<file path="src/ddg_pkg.sv">
// Purpose: Shared constants and types for the DSP to DRAM glue block.
// Assumes: Fourteen-bit DSP address bus, active-low strobes.
// Notes: Address windows are decoded from the top address bits.
package ddg_pkg;
  localparam int ADDR_W = 14;
  localparam logic [1:0] ROW_SEL = 2'h1;
  localparam logic [1:0] ROW_END_SEL = 2'h2;
  localparam logic [1:0] COL_SEL = 2'h3;
  localparam int SEL_HI = 13;
  localparam int SEL_LO = 12;
  localparam int SUB_BIT_HI = 11;
  localparam int SUB_BIT_LO = 10;
  localparam logic [1:0] SUB_LOW_WIN = 2'h0;
  localparam logic ROW_END_SUB = 1'h0;
  localparam int ROW_END_SUB_BIT = 11;
  localparam int CLK_NS = 100;
  localparam int MAX_RAS_US = 200;
  localparam int MAX_RAS_CYC = (MAX_RAS_US * 1000) / CLK_NS;

  typedef struct packed {
    logic [ADDR_W-1:0] addr;
    logic data_memory_select_n;
    logic rd_n;
    logic wr_n;
  } ddg_bus_s;

  typedef struct packed {
    logic ras_n;
    logic cas_n;
    logic write_n;
  } ddg_dram_s;
endpackage : ddg_pkg
</file>
<file path="src/ddg_glue.sv">
// Purpose: Row strobe, column strobe and delayed write strobe generation.
// Assumes: Clock is the DSP clock output; DSP bus inputs are synchronised.
// Notes: Row cycle sequencing and refresh timing are kept by DSP software.
// Functional notes
// - Row strobe stays low between column accesses.
// - Column strobe follows each column access immediately.
// - Precharge follows both strobes returning high.
// - Row-only refresh keeps column strobe high.
// - One glue block drives three strobes.
// - Row window sets, end window clears row.
// - Column window drives column strobe low.
// - Write strobe is write delayed one clock.
`timescale 1ns/1ps
`default_nettype none
module ddg_glue (
  input wire logic core_clk_in,
  input wire logic resetn_in,
  input wire ddg_pkg::ddg_bus_s bus_in,
  output ddg_pkg::ddg_dram_s dram_out,
  output logic ras_overlong_out
);
  ddg_pkg::ddg_bus_s sync1_reg;
  ddg_pkg::ddg_bus_s sync2_reg;
  logic ras_n_reg;
  logic write_n_reg;
  logic row_hit;
  logic end_hit;
  logic col_hit;
  logic [21:0] ras_cnt_reg;

  // Two-stage synchroniser for the asynchronous DSP bus pins.
  always_ff @(posedge core_clk_in) begin
    sync1_reg <= bus_in;
    sync2_reg <= sync1_reg;
  end

  // True when the select is active and the top address bits pick a window.
  function automatic logic sel_hit(input ddg_pkg::ddg_bus_s b,
    input logic [1:0] sel);
    return !b.data_memory_select_n &&
      b.addr[ddg_pkg::SEL_HI:ddg_pkg::SEL_LO] == sel;
  endfunction : sel_hit

  // Address window decode.
  always_comb begin
    row_hit = sel_hit(sync2_reg, ddg_pkg::ROW_SEL) && !sync2_reg.rd_n &&
      sync2_reg.addr[ddg_pkg::SUB_BIT_HI:ddg_pkg::SUB_BIT_LO] ==
      ddg_pkg::SUB_LOW_WIN;
    end_hit = sel_hit(sync2_reg, ddg_pkg::ROW_END_SEL) && !sync2_reg.rd_n &&
      sync2_reg.addr[ddg_pkg::ROW_END_SUB_BIT] == ddg_pkg::ROW_END_SUB;
    col_hit = sel_hit(sync2_reg, ddg_pkg::COL_SEL) &&
      (!sync2_reg.rd_n || !sync2_reg.wr_n) &&
      sync2_reg.addr[ddg_pkg::SUB_BIT_HI:ddg_pkg::SUB_BIT_LO] ==
      ddg_pkg::SUB_LOW_WIN;
  end

  // Row strobe set/clear latch; holds between column accesses.
  always_ff @(posedge core_clk_in) begin
    if (!resetn_in) begin
      ras_n_reg <= 1'h1;
    end else if (row_hit) begin
      ras_n_reg <= 1'h0;
    end else if (end_hit) begin
      ras_n_reg <= 1'h1;
    end
  end

  // Write strobe delayed by one clock.
  always_ff @(posedge core_clk_in) begin
    if (!resetn_in) begin
      write_n_reg <= 1'h1;
    end else begin
      write_n_reg <= sync2_reg.wr_n;
    end
  end

  // Row strobe low-time monitor, saturating.
  always_ff @(posedge core_clk_in) begin
    if (!resetn_in || ras_n_reg) begin
      ras_cnt_reg <= 22'h0;
    end else if (ras_cnt_reg != 22'(ddg_pkg::MAX_RAS_CYC)) begin
      ras_cnt_reg <= ras_cnt_reg + 22'h1;
    end
  end

  assign dram_out.ras_n = ras_n_reg;
  assign dram_out.cas_n = !col_hit;
  assign dram_out.write_n = write_n_reg;
  assign ras_overlong_out = ras_cnt_reg == 22'(ddg_pkg::MAX_RAS_CYC);
endmodule : ddg_glue
`default_nettype wire

</file>
<file path="config.mk">
export PLATFORM = sky130hd
export DESIGN_NAME = ddg_glue
export DESIGN_NICKNAME = d
export VERILOG_FILES = /design/src/ddg_pkg.sv /design/src/ddg_glue.sv
export SDC_FILE = /design/constraint.sdc
export NUM_CORES = 1
export LEC_CHECK = 0
export ABC_CLOCK_PERIOD_IN_PS = 1600
export BUFFER_PORTS_ARGS = -buffer_cell sky130_fd_sc_hd__buf_2
export CAP_MARGIN = 40
export CELL_PAD_IN_SITES_DETAIL_PLACEMENT = 1
export CELL_PAD_IN_SITES_GLOBAL_PLACEMENT = 1
export CORE_MARGIN = 10
export CORE_UTILIZATION = 38
export CTS_CLUSTER_SIZE = 12
export DETAILED_ROUTE_END_ITERATION = 7
export PLACE_DENSITY_LB_ADDON = 0.1
export SLEW_MARGIN = 20
export SYNTH_ARGS = -nofsm -noshare
export SYNTH_HDL_FRONTEND = slang
export SYNTH_SLANG_ARGS = --single-unit
</file>
<file path="constraint.sdc">
create_clock -name core_clk_in -period 1.6 [get_ports core_clk_in]
set_clock_uncertainty 0.2 [all_clocks]
set_input_delay 0.32 -clock core_clk_in [delete_from_list [all_inputs] [get_ports core_clk_in]]
set_output_delay 0.32 -clock core_clk_in [all_outputs]
set_load 0.01 [all_outputs]
</file>
==> impl_summary.txt, run 1 <==
----------------------------------------------------
[STA]
  FMAX ... 503 MHz
  RSZ-0062 raised after global routing ... yes
  Transition time at the pin with the least slew margin ... 460 ps
  Worst slew slack as a fraction of its limit ... 69.3%
  Hold Vio Cnt, Final ... 0
  Worst hold margin ... 44.2 ps
  Pins over their slew limit ... 0
  Final Cycle Share ... 124%
  Number of failing setup endpoints in the final timing report ... 11
  Worst path setup slack after routing ... -388 ps
  Time the worst path needs with I/O delays and setup ... 1990 ps

[Routing]
  Mean number of vias per cell ... 5.03
  Total wirelength of the detailed-routed design ... 4020 µm
  Number of optimization iterations in the first detailed-route pass ... 4
  Average detailed-routed wire length per instance ... 15.3 µm
  Number of DRC markers after the initial detailed-route iteration ... 28
  Number of remaining DRC errors ... 0
  Vias ... 1323
  Antenna-violating nets left ... 0

[Power]
  Clock network power share ... 44.6%
  Largest vdd supply drop ... 535 µV
  Proportion of power drawn by combinational gates ... 2.2%
  Switching share of total power ... 20.5%
  Power share of the sequential group ... 53.2%
  Reported net switching power ... 0.000375 W
  Total internal power ... 0.00146 W
  Pwr/cell area ... 787 mW/mm²
  Static power due to leakage ... 0.964 nW

[Worst setup path]
  Cell-by-cell trace of the critical path ... nor4_1, nand4_1, nor3b_2, buf_2
  Critical Path Start Type ... flop
  Maximum fanout encountered on the critical timing path ... 2
  Endpoint of the most critical setup path ... ras_overlong_out
  Slowest cell on crit path ... sky130_fd_sc_hd__nor4_1
  Data required time at the worst endpoint ... 1080 ps
  Worst flop-to-flop path startpoint ... ras_cnt_reg[11]
  Critical path data arrival time ... 1470 ps
  Capturing point of the worst reg2reg path ... ras_cnt_reg[16]
  Timing startpoint of the critical path ... ras_cnt_reg[11]
  Sort of element at the end of the critical path ... output pin
  Count of cell instances traversed by the critical path ... 4
  Setup slack of the worst register-to-register path ... -110 ps
  Largest delay share family, worst path ... simple AND/OR/NAND/NOR gates
  Slowest Stage Delay on Critical Path ... 370 ps
  FF-to-FF path depth ... 6
  Worst setup path category ... reg2out
  Number of buffer and inverter instances along the worst setup path ... 1

[Placed design]
  Detailed placement HPWL ... 2710 µm
  Global placement routability congestion ... 0.764
  Post-Place Cells ... 242
  Placed standard-cell area ... 0.00188 mm²
  Port-buffer cells ... 12

[Logic synthesis]
  Distinct cell type count of the synthesized netlist ... 38
  Main flop type after synthesis ... sky130_fd_sc_hd__dfxtp_1
  Count of mapped cells out of synthesis ... 157
  Post-Syn Area ... 0.00155 mm²
  Share of the synthesized area in the top cell type ... 49.1%
  Number of flops mapped to enable cells by yosys ... 0
  Average size of a mapped cell ... 9.87 µm²
  Most frequent cell after synthesis ... sky130_fd_sc_hd__dfxtp_1
  List of most frequent post-synthesis cells ... sky130_fd_sc_hd__dfxtp_1 (38), sky130_fd_sc_hd__nor2_1 (18), sky130_fd_sc_hd__nand2_1 (10)
  Seq cells post-synth ... 38
  Top area cells in the synthesized netlist ... sky130_fd_sc_hd__dfxtp_1 (49%), sky130_fd_sc_hd__xnor2_1 (5.1%), sky130_fd_sc_hd__nor2_1 (4.4%), sky130_fd_sc_hd__a21oi_1 (2.9%), sky130_fd_sc_hd__nand3_1 (2.9%)
  Share of flip-flops with an asynchronous set or reset ... 0%
  Synth area leader ... sky130_fd_sc_hd__dfxtp_1
  Net count of the mapped netlist ... 178
  Count of synthesis-stage warnings from yosys ... 0
  Proportion of synthesized chip area in sequential cells ... 49.1%

[Floorplanning]
  # rows ... 23
  Effective utilization at floorplan ... 39.0%
  Boundary Pins ... 23
  Standard cell core area ... 0.00397 mm²
  Width of the chip ... 83.8 µm
  Die outline area ... 0.00703 mm²
  Height of the die ... 83.8 µm

[Worst hold path]
  Class of the most critical hold timing path ... in2reg

[Global route]
  Vias in the first global route ... 1428
  First-pass GRT wire length ... 6750 µm
  Gr ovfl total ... 0
  Number of antenna violations at the first check in global routing ... 0
  Total GRT Usage ... 11.5%
  Maximum number of pins on one net before global-route repair ... 14

[Clocking]
  Clock network latency to the later pin of the worst-skew pair ... 290 ps
  H-Tree Level Count ... 2
  TritonCTS clock tree ... done
  Number of sinks on the clock net ... 38
  Maximum number of buffers from clock root to sink ... 2
  Number of buffers created by CTS ... 5
  Clock transition at path regs ... 80 ps
  Root cell of the clock tree ... sky130_fd_sc_hd__clkbuf_8

[Finish]
  Area growth, synth to finish ... 50.3%
  Final std cells w/o fill ... 263
  Proportion of layout cells with a drive suffix above 1 ... 48.4%
  Post-layout nets ... 233
  Post-route design area ... 0.00233 mm²
  Max reg flops ... 22
  Diodes inserted ... 0
  Number of fill cells in the layout ... 425

[Status]
  Outcome ... complete, but fails checks
  Violations in the final reports ... negative setup slack

[Job]
  Maximum Capacitance Violations ... 0

----------------------------------------------------
-- power by group through the flow --
stage / clock (W) / sequential [W] / combinational, W
2_1_floorplan: 0 / 0.000993 / 0.0000123
3_3_place_gp: 0 / 0.000994 / 0.0000226
3_5_place_dp: 0 / 0.000996 / 0.0000235
4_1_cts: 0.000839 / 0.000975 / 0.0000400
5_1_grt: 0.000889 / 0.000978 / 0.0000444
6_report: 0.000817 / 0.000975 / 0.0000403
-- worst register-to-register path, cell delays in order, from the launching register on --
cell and delay (ps):
sky130_fd_sc_hd__dfxtp_1 350, sky130_fd_sc_hd__buf_4 120, sky130_fd_sc_hd__nand3_2 120, sky130_fd_sc_hd__nor4_4 320, sky130_fd_sc_hd__buf_6 170, sky130_fd_sc_hd__a31oi_1 100
sky130_fd_sc_hd__a41o_1 210
-- metrics by stage --
step           setup TNS, ps  setup WS [ps]  util, %  power (W)
3_5_place_dp           -1020           -156     47.3    0.00102
4_1_cts                -1510           -415     55.7    0.00185
3_3_place_gp            -591           -199     47.3    0.00102
6_report                -942           -388     58.6    0.00183
5_1_grt                -2250           -505     58.6    0.00191
2_1_floorplan          -72.9          -44.6        -    0.00100
-- timing repair --
action                                  4_1_cts  5_1_grt
buffers inserted                              4        3
pin swaps                                    15       11
endpoints found under the setup margin       20       21
resized for setup                            26       22
endpoints found under the hold margin         7        0
cloned                                        0        0
hold buffers                                  7        0
-- kinds of logic after synthesis --
group | synth area share (%)
buf+inv | 4.20
xor+xnor | 6.22
simple gates | 29.4
mux | 1.29
compound gates | 8.16
fa+ha+maj | 1.62
flops | 49.1
-- layer usage --
metal / GRT usage (%) / part of all wire (%)
met1: 12.2 / 41
met2: 21.2 / 56
met3: 2.93 / 2.3
met4: 4.26 / 1.4
met5: 0 / 0
-- final cells by class --
cell class              instances  area [µm²]  share of cell area (%)
inverters                       5        18.8                   0.806
clock buffers                   5        68.8                    2.96
multi-input cells             107         913                    39.2
well taps                      50        62.6                    2.69
flip-flops and latches         38         777                    33.4
clock inverters                 3        45.0                    1.93
repair buffers                 55         443                    19.0
-- worst min path at each step --
stage / startpoint / endpoint / slack [ps] / cells past startpoint
after detailed placement: sync1_reg[1] / sync2_reg[1] / 110 / 0
after floorplan: sync1_reg[0] / sync2_reg[0] / 110 / 0
after CTS: resetn_in / write_n_reg / 40 / 2
after global routing: resetn_in / write_n_reg / 40 / 2
after global placement: sync1_reg[2] / sync2_reg[2] / 110 / 0
final: resetn_in / write_n_reg / 40 / 2
-- placed cells by master, fill, tap and decap left out, drive strengths merged --
cell type	synthesis	routed
a211o	1	1
a21bo	1	1
a21oi	9	9
a31o	2	2
a31oi	3	3
a41o	2	2
and3	4	4
and4	1	1
buf	4	48
bufinv	0	1
clkbuf	3	5
clkinvlp	0	2
dfxtp	38	38
dlygate4sd3	0	7
ha	2	2
inv	5	5
mux2i	2	2
nand2	10	10
nand2b	2	2
nand3	10	10
nand4	4	4
nor2	18	18
nor2b	2	2
nor3	6	6
nor3b	4	4
nor4	7	7
nor4b	2	2
nor4bb	1	1
o21ai	1	1
or2b	1	1
or3	1	1
xnor2	9	9
xor2	2	2
Power figures use the tool's default switching activity.
==> inputs of run 2 (changes only) <==
--- a/config.mk
+++ b/config.mk
@@ -5,13 +5,14 @@
 export SDC_FILE = /design/constraint.sdc
 export NUM_CORES = 1
 export LEC_CHECK = 0
+export ABC_AREA = 1
 export ABC_CLOCK_PERIOD_IN_PS = 1600
 export BUFFER_PORTS_ARGS = -buffer_cell sky130_fd_sc_hd__buf_2
 export CAP_MARGIN = 40
 export CELL_PAD_IN_SITES_DETAIL_PLACEMENT = 1
 export CELL_PAD_IN_SITES_GLOBAL_PLACEMENT = 1
 export CORE_MARGIN = 10
-export CORE_UTILIZATION = 38
+export CORE_UTILIZATION = 36
 export CTS_CLUSTER_SIZE = 12
 export DETAILED_ROUTE_END_ITERATION = 7
 export PLACE_DENSITY_LB_ADDON = 0.1
==> impl_summary.txt, run 2 <==
----------------------------------------------------
[Status]
  Outcome ... complete, but fails checks
  Violations in the final reports ... negative setup slack

[Floorplanning]
  # rows ... 24
  Height of the die ... 87.9 µm
  Standard cell core area ... 0.00441 mm²
  Boundary Pins ... 23
  Width of the chip ... 87.9 µm
  Die outline area ... 0.00773 mm²
  Effective utilization at floorplan ... 37.6%

[Global route]
  Maximum number of pins on one net before global-route repair ... 14
  First-pass GRT wire length ... 9490 µm
  Vias in the first global route ... 1922
  Number of antenna violations at the first check in global routing ... 0
  Total GRT Usage ... 15.7%
  Gr ovfl total ... 0

[Clocking]
  Root cell of the clock tree ... sky130_fd_sc_hd__clkbuf_8
  Clock network latency to the later pin of the worst-skew pair ... 300 ps
  TritonCTS clock tree ... done
  Maximum number of buffers from clock root to sink ... 2
  Number of sinks on the clock net ... 38
  Number of buffers created by CTS ... 5
  Clock transition at path regs ... 80 ps
  H-Tree Level Count ... 2

[Logic synthesis]
  Main flop type after synthesis ... sky130_fd_sc_hd__dfxtp_1
  Post-synthesis mux area share ... 0%
  Post-Synth Adder-Cell Area ... 1.51%
  Synth area leader ... sky130_fd_sc_hd__dfxtp_1
  Distinct cell type count of the synthesized netlist ... 28
  Share of flip-flops with an asynchronous set or reset ... 0%
  Count of mapped cells out of synthesis ... 222
  Compound-cell area share of the yosys netlist ... 9.41%
  Post-synthesis xor/xnor area fraction ... 0.527%
  List of most frequent post-synthesis cells ... sky130_fd_sc_hd__nand2_1 (45), sky130_fd_sc_hd__dfxtp_1 (38), sky130_fd_sc_hd__nor2_1 (32)
  Top area cells in the synthesized netlist ... sky130_fd_sc_hd__dfxtp_1 (46%), sky130_fd_sc_hd__nand2_1 (10%), sky130_fd_sc_hd__nor2_1 (7.2%), sky130_fd_sc_hd__inv_1 (6.3%), sky130_fd_sc_hd__a21oi_1 (4.8%)
  Share of the synthesized area in the top cell type ... 45.8%
  Number of flops mapped to enable cells by yosys ... 0
  Proportion of synthesized chip area in sequential cells ... 45.8%
  Seq cells post-synth ... 38
  Most frequent cell after synthesis ... sky130_fd_sc_hd__nand2_1
  Count of synthesis-stage warnings from yosys ... 0
  Dominant combinational cell family by area after synthesis ... simple AND/OR/NAND/NOR gates
  Net count of the mapped netlist ... 243
  Post-Syn Area ... 0.00166 mm²
  Average size of a mapped cell ... 7.48 µm²
  Simple-Gate Fraction of Synth Area ... 34.6%

[STA]
  Time the worst path needs with I/O delays and setup ... 1800 ps
  Worst slew slack as a fraction of its limit ... 83.0%
  Number of failing setup endpoints in the final timing report ... 13
  Total negative setup slack ... -922 ps
  RSZ-0062 raised after global routing ... yes
  Worst path setup slack after routing ... -203 ps
  Transition time at the pin with the least slew margin ... 253 ps
  Final Cycle Share ... 113%
  Worst hold margin ... 11.6 ps
  FMAX ... 555 MHz
  Pins over their slew limit ... 0
  Hold Vio Cnt, Final ... 0

[Power]
  Pwr/cell area ... 746 mW/mm²
  Static power due to leakage ... 1.06 nW
  Largest vdd supply drop ... 512 µV
  Proportion of power drawn by combinational gates ... 2.7%
  Reported net switching power ... 0.000395 W
  Total power after layout ... 0.00186 W
  Total internal power ... 0.00146 W
  Power share of the sequential group ... 52.5%
  Clock network power share ... 44.8%
  Switching share of total power ... 21.3%

[Routing]
  Mean number of vias per cell ... 4.91
  Number of remaining DRC errors ... 0
  Number of DRC markers after the initial detailed-route iteration ... 77
  Average detailed-routed wire length per instance ... 17.2 µm
  Total wirelength of the detailed-routed design ... 5890 µm
  Number of optimization iterations in the first detailed-route pass ... 4
  Vias ... 1685
  Antenna-violating nets left ... 0

[Finish]
  Share of the core filled with cells in the final layout ... 56.4%
  Area growth, synth to finish ... 49.8%
  Proportion of layout cells with a drive suffix above 1 ... 48.8%
  Max reg flops ... 22
  Leading cell type in the layout, fill and taps excluded ... sky130_fd_sc_hd__buf_4
  Commonest non-fill, non-tap cells in the layout ... sky130_fd_sc_hd__buf_4 (45), sky130_fd_sc_hd__nand2_1 (38), sky130_fd_sc_hd__inv_1 (22), sky130_fd_sc_hd__nor2_1 (22), sky130_fd_sc_hd__dfxtp_1 (20)
  Post-layout nets ... 311
  Number of fill cells in the layout ... 535
  Diodes inserted ... 0

[Worst setup path]
  Critical Path Start Type ... flop
  Critical path data arrival time ... 1280 ps
  Maximum fanout encountered on the critical timing path ... 5
  Number of buffer and inverter instances along the worst setup path ... 3
  Slowest cell on crit path ... sky130_fd_sc_hd__dfxtp_1
  Slowest Stage Delay on Critical Path ... 460 ps
  Sort of element at the end of the critical path ... output pin
  Worst setup path category ... reg2out
  Largest delay share family, worst path ... flip-flops
  Data required time at the worst endpoint ... 1080 ps
  Cell-by-cell trace of the critical path ... inv_1, nand2_1, nor2_4, nand3_2, inv_2, buf_6

[Placed design]
  Global placement routability congestion ... 0.821
  Detailed placement HPWL ... 3410 µm
  Worst Setup Slack post-DPL ... -26.4 ps
  Port-buffer cells ... 12

[Worst hold path]
  Class of the most critical hold timing path ... in2reg

[Job]
  Maximum Capacitance Violations ... 0

----------------------------------------------------
## run 2: cell count changes after synthesis, sizes merged, moves of 7 or more
cell,delta
nor2,+28
o21ai,+10
xnor2,-9
a21oi,+7
inv,+25
nand2,+44
## run 2: repair_timing
action	in CTS	in global routing
hold buffers	7	0
setup buffers	29	7
setup endpoints to repair	8	21
resized for setup	48	22
pin swaps	16	20
hold endpoints to repair	7	0
## run 2: area by class of cell
cell class | count | area (µm²) | share of cell area [%]
clock inverter | 3 | 45.0 | 1.81
timing repair buffer | 65 | 485 | 19.5
tap | 52 | 65.1 | 2.61
sequential | 38 | 783 | 31.5
inverter | 30 | 113 | 4.52
multi-input combinational | 150 | 928 | 37.3
clock buffer | 5 | 68.8 | 2.77
## run 2: cells by family after synthesis
| logic type | count (synthesis) |
|---|---|
| fa+ha+maj | 2 |
| xor+xnor | 1 |
| compound gates | 29 |
| buf+inv | 34 |
| simple gates | 118 |
| flops | 38 |
## run 2: worst register-to-register path: cells and delay by family, from the launching register on
kind | cells | cell delay, ps
and+or+nand+nor | 5 | 450
DFF | 1 | 460
buffers and inverters | 5 | 600
## run 2: through the flow
step                      area [µm²]  std cells
after floorplan                 1660        222
after global placement          1880        298
after detailed placement        1880        298
after CTS                       2420        342
after global routing            2490        343
final                           2490        343
## run 2: worst paths after layout
check,depth (start not counted),end,start,slack (ps)
worst max-delay path,6,ras_overlong_out,ras_cnt_reg[2],-200
worst min-delay path,2,write_n_reg,resetn_in,10
worst max register to register,10,ras_cnt_reg[0],ras_cnt_reg[2],-190
worst min register to register,0,sync2_reg[13],sync1_reg[13],130
## run 2: power by group through the flow
stage	Sequential, W	Clock (W)	Combinational (W)
after floorplan	0.000992	0	0.0000128
after global placement	0.000993	0	0.0000241
after detailed placement	0.000995	0	0.0000256
after CTS	0.000973	0.000847	0.0000470
after global routing	0.000976	0.000887	0.0000564
final	0.000974	0.000831	0.0000508
## run 2: routing by layer
| layer | part of all wire (%) | track usage [%] | up-vias |
|---|---|---|---|
| met4 | 4.0 | 6.67 | 0 |
| met3 | 3.8 | 4.64 | 17 |
| li1 | - | - | 828 |
| met5 | 0 | 0 | - |
| met1 | 39 | 15.7 | 808 |
| met2 | 53 | 29.2 | 32 |
==> inputs of run 3 (changes only) <==
--- a/config.mk
+++ b/config.mk
@@ -16,6 +16,7 @@
 export CTS_CLUSTER_SIZE = 12
 export DETAILED_ROUTE_END_ITERATION = 7
 export PLACE_DENSITY_LB_ADDON = 0.1
+export SKIP_LAST_GASP = 1
 export SLEW_MARGIN = 20
 export SYNTH_ARGS = -nofsm -noshare
 export SYNTH_HDL_FRONTEND = slang
==> constraint.sdc (replaced) <==
create_clock -name core_clk_in -period 1.6 [get_ports core_clk_in]
set_clock_uncertainty 0.2 [all_clocks]
set_input_delay 0.32 -clock core_clk_in [delete_from_list [all_inputs] [get_ports core_clk_in]]
set_output_delay 0.32 -clock core_clk_in [all_outputs]
set_load 0.1 [all_outputs]
==> impl_summary.txt, run 3 (synthesized netlist as in run 2, its figures left out) <==
----------------------------------------------------
[Clocking]
  Root cell of the clock tree ... sky130_fd_sc_hd__clkbuf_8
  H-Tree Level Count ... 2
  Clock transition at path regs ... 90 ps
  Number of buffers created by CTS ... 5
  Clock network latency to the later pin of the worst-skew pair ... 300 ps
  TritonCTS clock tree ... done
  Number of sinks on the clock net ... 38
  Maximum number of buffers from clock root to sink ... 2

[STA]
  Worst slew slack as a fraction of its limit ... 67.7%
  Time the worst path needs with I/O delays and setup ... 1910 ps
  Number of failing setup endpoints in the final timing report ... 11
  Worst path setup slack after routing ... -305 ps
  Transition time at the pin with the least slew margin ... 487 ps
  Pins over their slew limit ... 0
  Final Cycle Share ... 119%
  RSZ-0062 raised after global routing ... yes
  Hold Vio Cnt, Final ... 0
  FMAX ... 525 MHz

[Routing]
  Highest Signal Layer ... met4
  Average detailed-routed wire length per instance ... 15.6 µm
  Total met2 wirelength after detailed routing ... 2990 µm
  Mean number of vias per cell ... 5.00
  Antenna-violating nets left ... 0
  Total wirelength of the detailed-routed design ... 5400 µm
  Number of remaining DRC errors ... 0
  Routed met3 length ... 216 µm
  Number of optimization iterations in the first detailed-route pass ... 4
  Routed metal-1 wirelength ... 2070 µm
  Vias ... 1734
  Number of DRC markers after the initial detailed-route iteration ... 55

[Worst setup path]
  Timing startpoint of the critical path ... ras_cnt_reg[5]
  Data required time at the worst endpoint ... 1080 ps
  Critical path data arrival time ... 1390 ps
  Maximum fanout encountered on the critical timing path ... 2
  Worst setup path category ... reg2out
  Critical Path Start Type ... flop
  Sort of element at the end of the critical path ... output pin
  Worst flop-to-flop path startpoint ... ras_cnt_reg[5]

[Floorplanning]
  Boundary Pins ... 23
  Standard cell core area ... 0.00441 mm²
  Effective utilization at floorplan ... 37.6%
  # rows ... 24
  Die outline area ... 0.00773 mm²
  Width of the chip ... 87.9 µm
  Height of the die ... 87.9 µm

[Finish]
  Diodes inserted ... 0
  Sequential Area ... 781 µm²
  Commonest non-fill, non-tap cells in the layout ... sky130_fd_sc_hd__buf_4 (43), sky130_fd_sc_hd__nand2_1 (38), sky130_fd_sc_hd__inv_1 (24), sky130_fd_sc_hd__nor2_1 (24), sky130_fd_sc_hd__dfxtp_1 (24)
  Proportion of layout cells with a drive suffix above 1 ... 47.5%
  Leading cell type in the layout, fill and taps excluded ... sky130_fd_sc_hd__buf_4
  Number of fill cells in the layout ... 513
  Max reg flops ... 22
  Multi-input combinational cell area ... 943 µm²
  Post-layout nets ... 315
  Share of the core filled with cells in the final layout ... 59.2%
  Area growth, synth to finish ... 57.3%

[Global route]
  Maximum number of pins on one net before global-route repair ... 20
  First-pass GRT wire length ... 8050 µm
  Total GRT Usage ... 13.2%
  Vias in the first global route ... 1778
  Gr ovfl total ... 0
  Number of antenna violations at the first check in global routing ... 0

[Placed design]
  Detailed placement HPWL ... 3360 µm
  Global placement routability congestion ... 0.763
  Port-buffer cells ... 12
  Worst Setup Slack post-DPL ... -60.1 ps

[Power]
  Total internal power ... 0.00166 W
  Switching share of total power ... 19.9%
  Largest vdd supply drop ... 497 µV
  Clock network power share ... 50.1%
  Proportion of power drawn by combinational gates ... 3.0%
  Pwr/cell area ... 793 mW/mm²
  Static power due to leakage ... 1.12 nW
  Reported net switching power ... 0.000413 W
  Power share of the sequential group ... 46.9%

[Status]
  Outcome ... complete, but fails checks
  Violations in the final reports ... negative setup slack

[Job]
  Maximum Capacitance Violations ... 0

[Worst hold path]
  Hold Crit Start ... sync1_reg[14]
  Class of the most critical hold timing path ... reg2reg

----------------------------------------------------
## run 3: repair_timing
item / CTS / global route
buffers inserted: 9 / 14
resized for setup: 15 / 45
hold endpoints to repair: 8 / 0
hold buffers: 8 / 0
pin swaps: 7 / 23
endpoints found under the setup margin: 2 / 19
## run 3: path summary, 6_finish.rpt
path	to	slack [ps]	cells after the start
max	ras_overlong_out	-310	6
min	sync2_reg[14]	130	0
max reg2reg	ras_cnt_reg[0]	-180	12
min reg2reg	sync2_reg[14]	130	0
## run 3: cell type report
class | instances | share of cell area, %
repair buffers | 69 | 21.5
clock inverters | 2 | 2.30
clock buffers | 6 | 3.16
flip-flops and latches | 38 | 29.9
well taps | 52 | 2.49
multi-input cells | 150 | 36.1
inverters | 30 | 4.55
## run 3: power groups by stage
| stage | registers [W] | logic, W | clock network, W |
|---|---|---|---|
| final | 0.000972 | 0.0000621 | 0.00104 |
| after global routing | 0.000974 | 0.0000675 | 0.00109 |
| after CTS | 0.000972 | 0.0000606 | 0.00105 |
| after detailed placement | 0.000995 | 0.0000449 | 0 |
| after global placement | 0.000995 | 0.0000443 | 0 |
| after floorplan | 0.000993 | 0.0000300 | 0 |
## run 3: per-stage QoR
| step | cell area [µm²] | instances | hold WS (ps) | TNS [ps] | total power (W) |
|---|---|---|---|---|---|
| after floorplan | 1700 | 222 | 110 | -113 | 0.00102 |
| after global placement | 2040 | 309 | 114 | -27.0 | 0.00104 |
| after detailed placement | 2040 | 309 | 115 | -60.1 | 0.00104 |
| after CTS | 2360 | 334 | 131 | -777 | 0.00208 |
| after global routing | 2610 | 347 | 139 | -2230 | 0.00213 |
| final | 2610 | 347 | 129 | -1160 | 0.00207 |
## run 3: routing by layer
metal	up-vias	track usage, %
li1	836	-
met3	9	3.62
met5	-	0
met1	858	13.9
met2	31	23.5
met4	0	6.38
## run 3: worst max-delay path: stages, from the launching register on
cell                         delay (ps)
sky130_fd_sc_hd__dfxtp_2            340
sky130_fd_sc_hd__nor2_2             110
sky130_fd_sc_hd__nand3_2            100
sky130_fd_sc_hd__nor2_4             150
sky130_fd_sc_hd__nand3_4            110
sky130_fd_sc_hd__clkinvlp_4          90
sky130_fd_sc_hd__buf_12             170
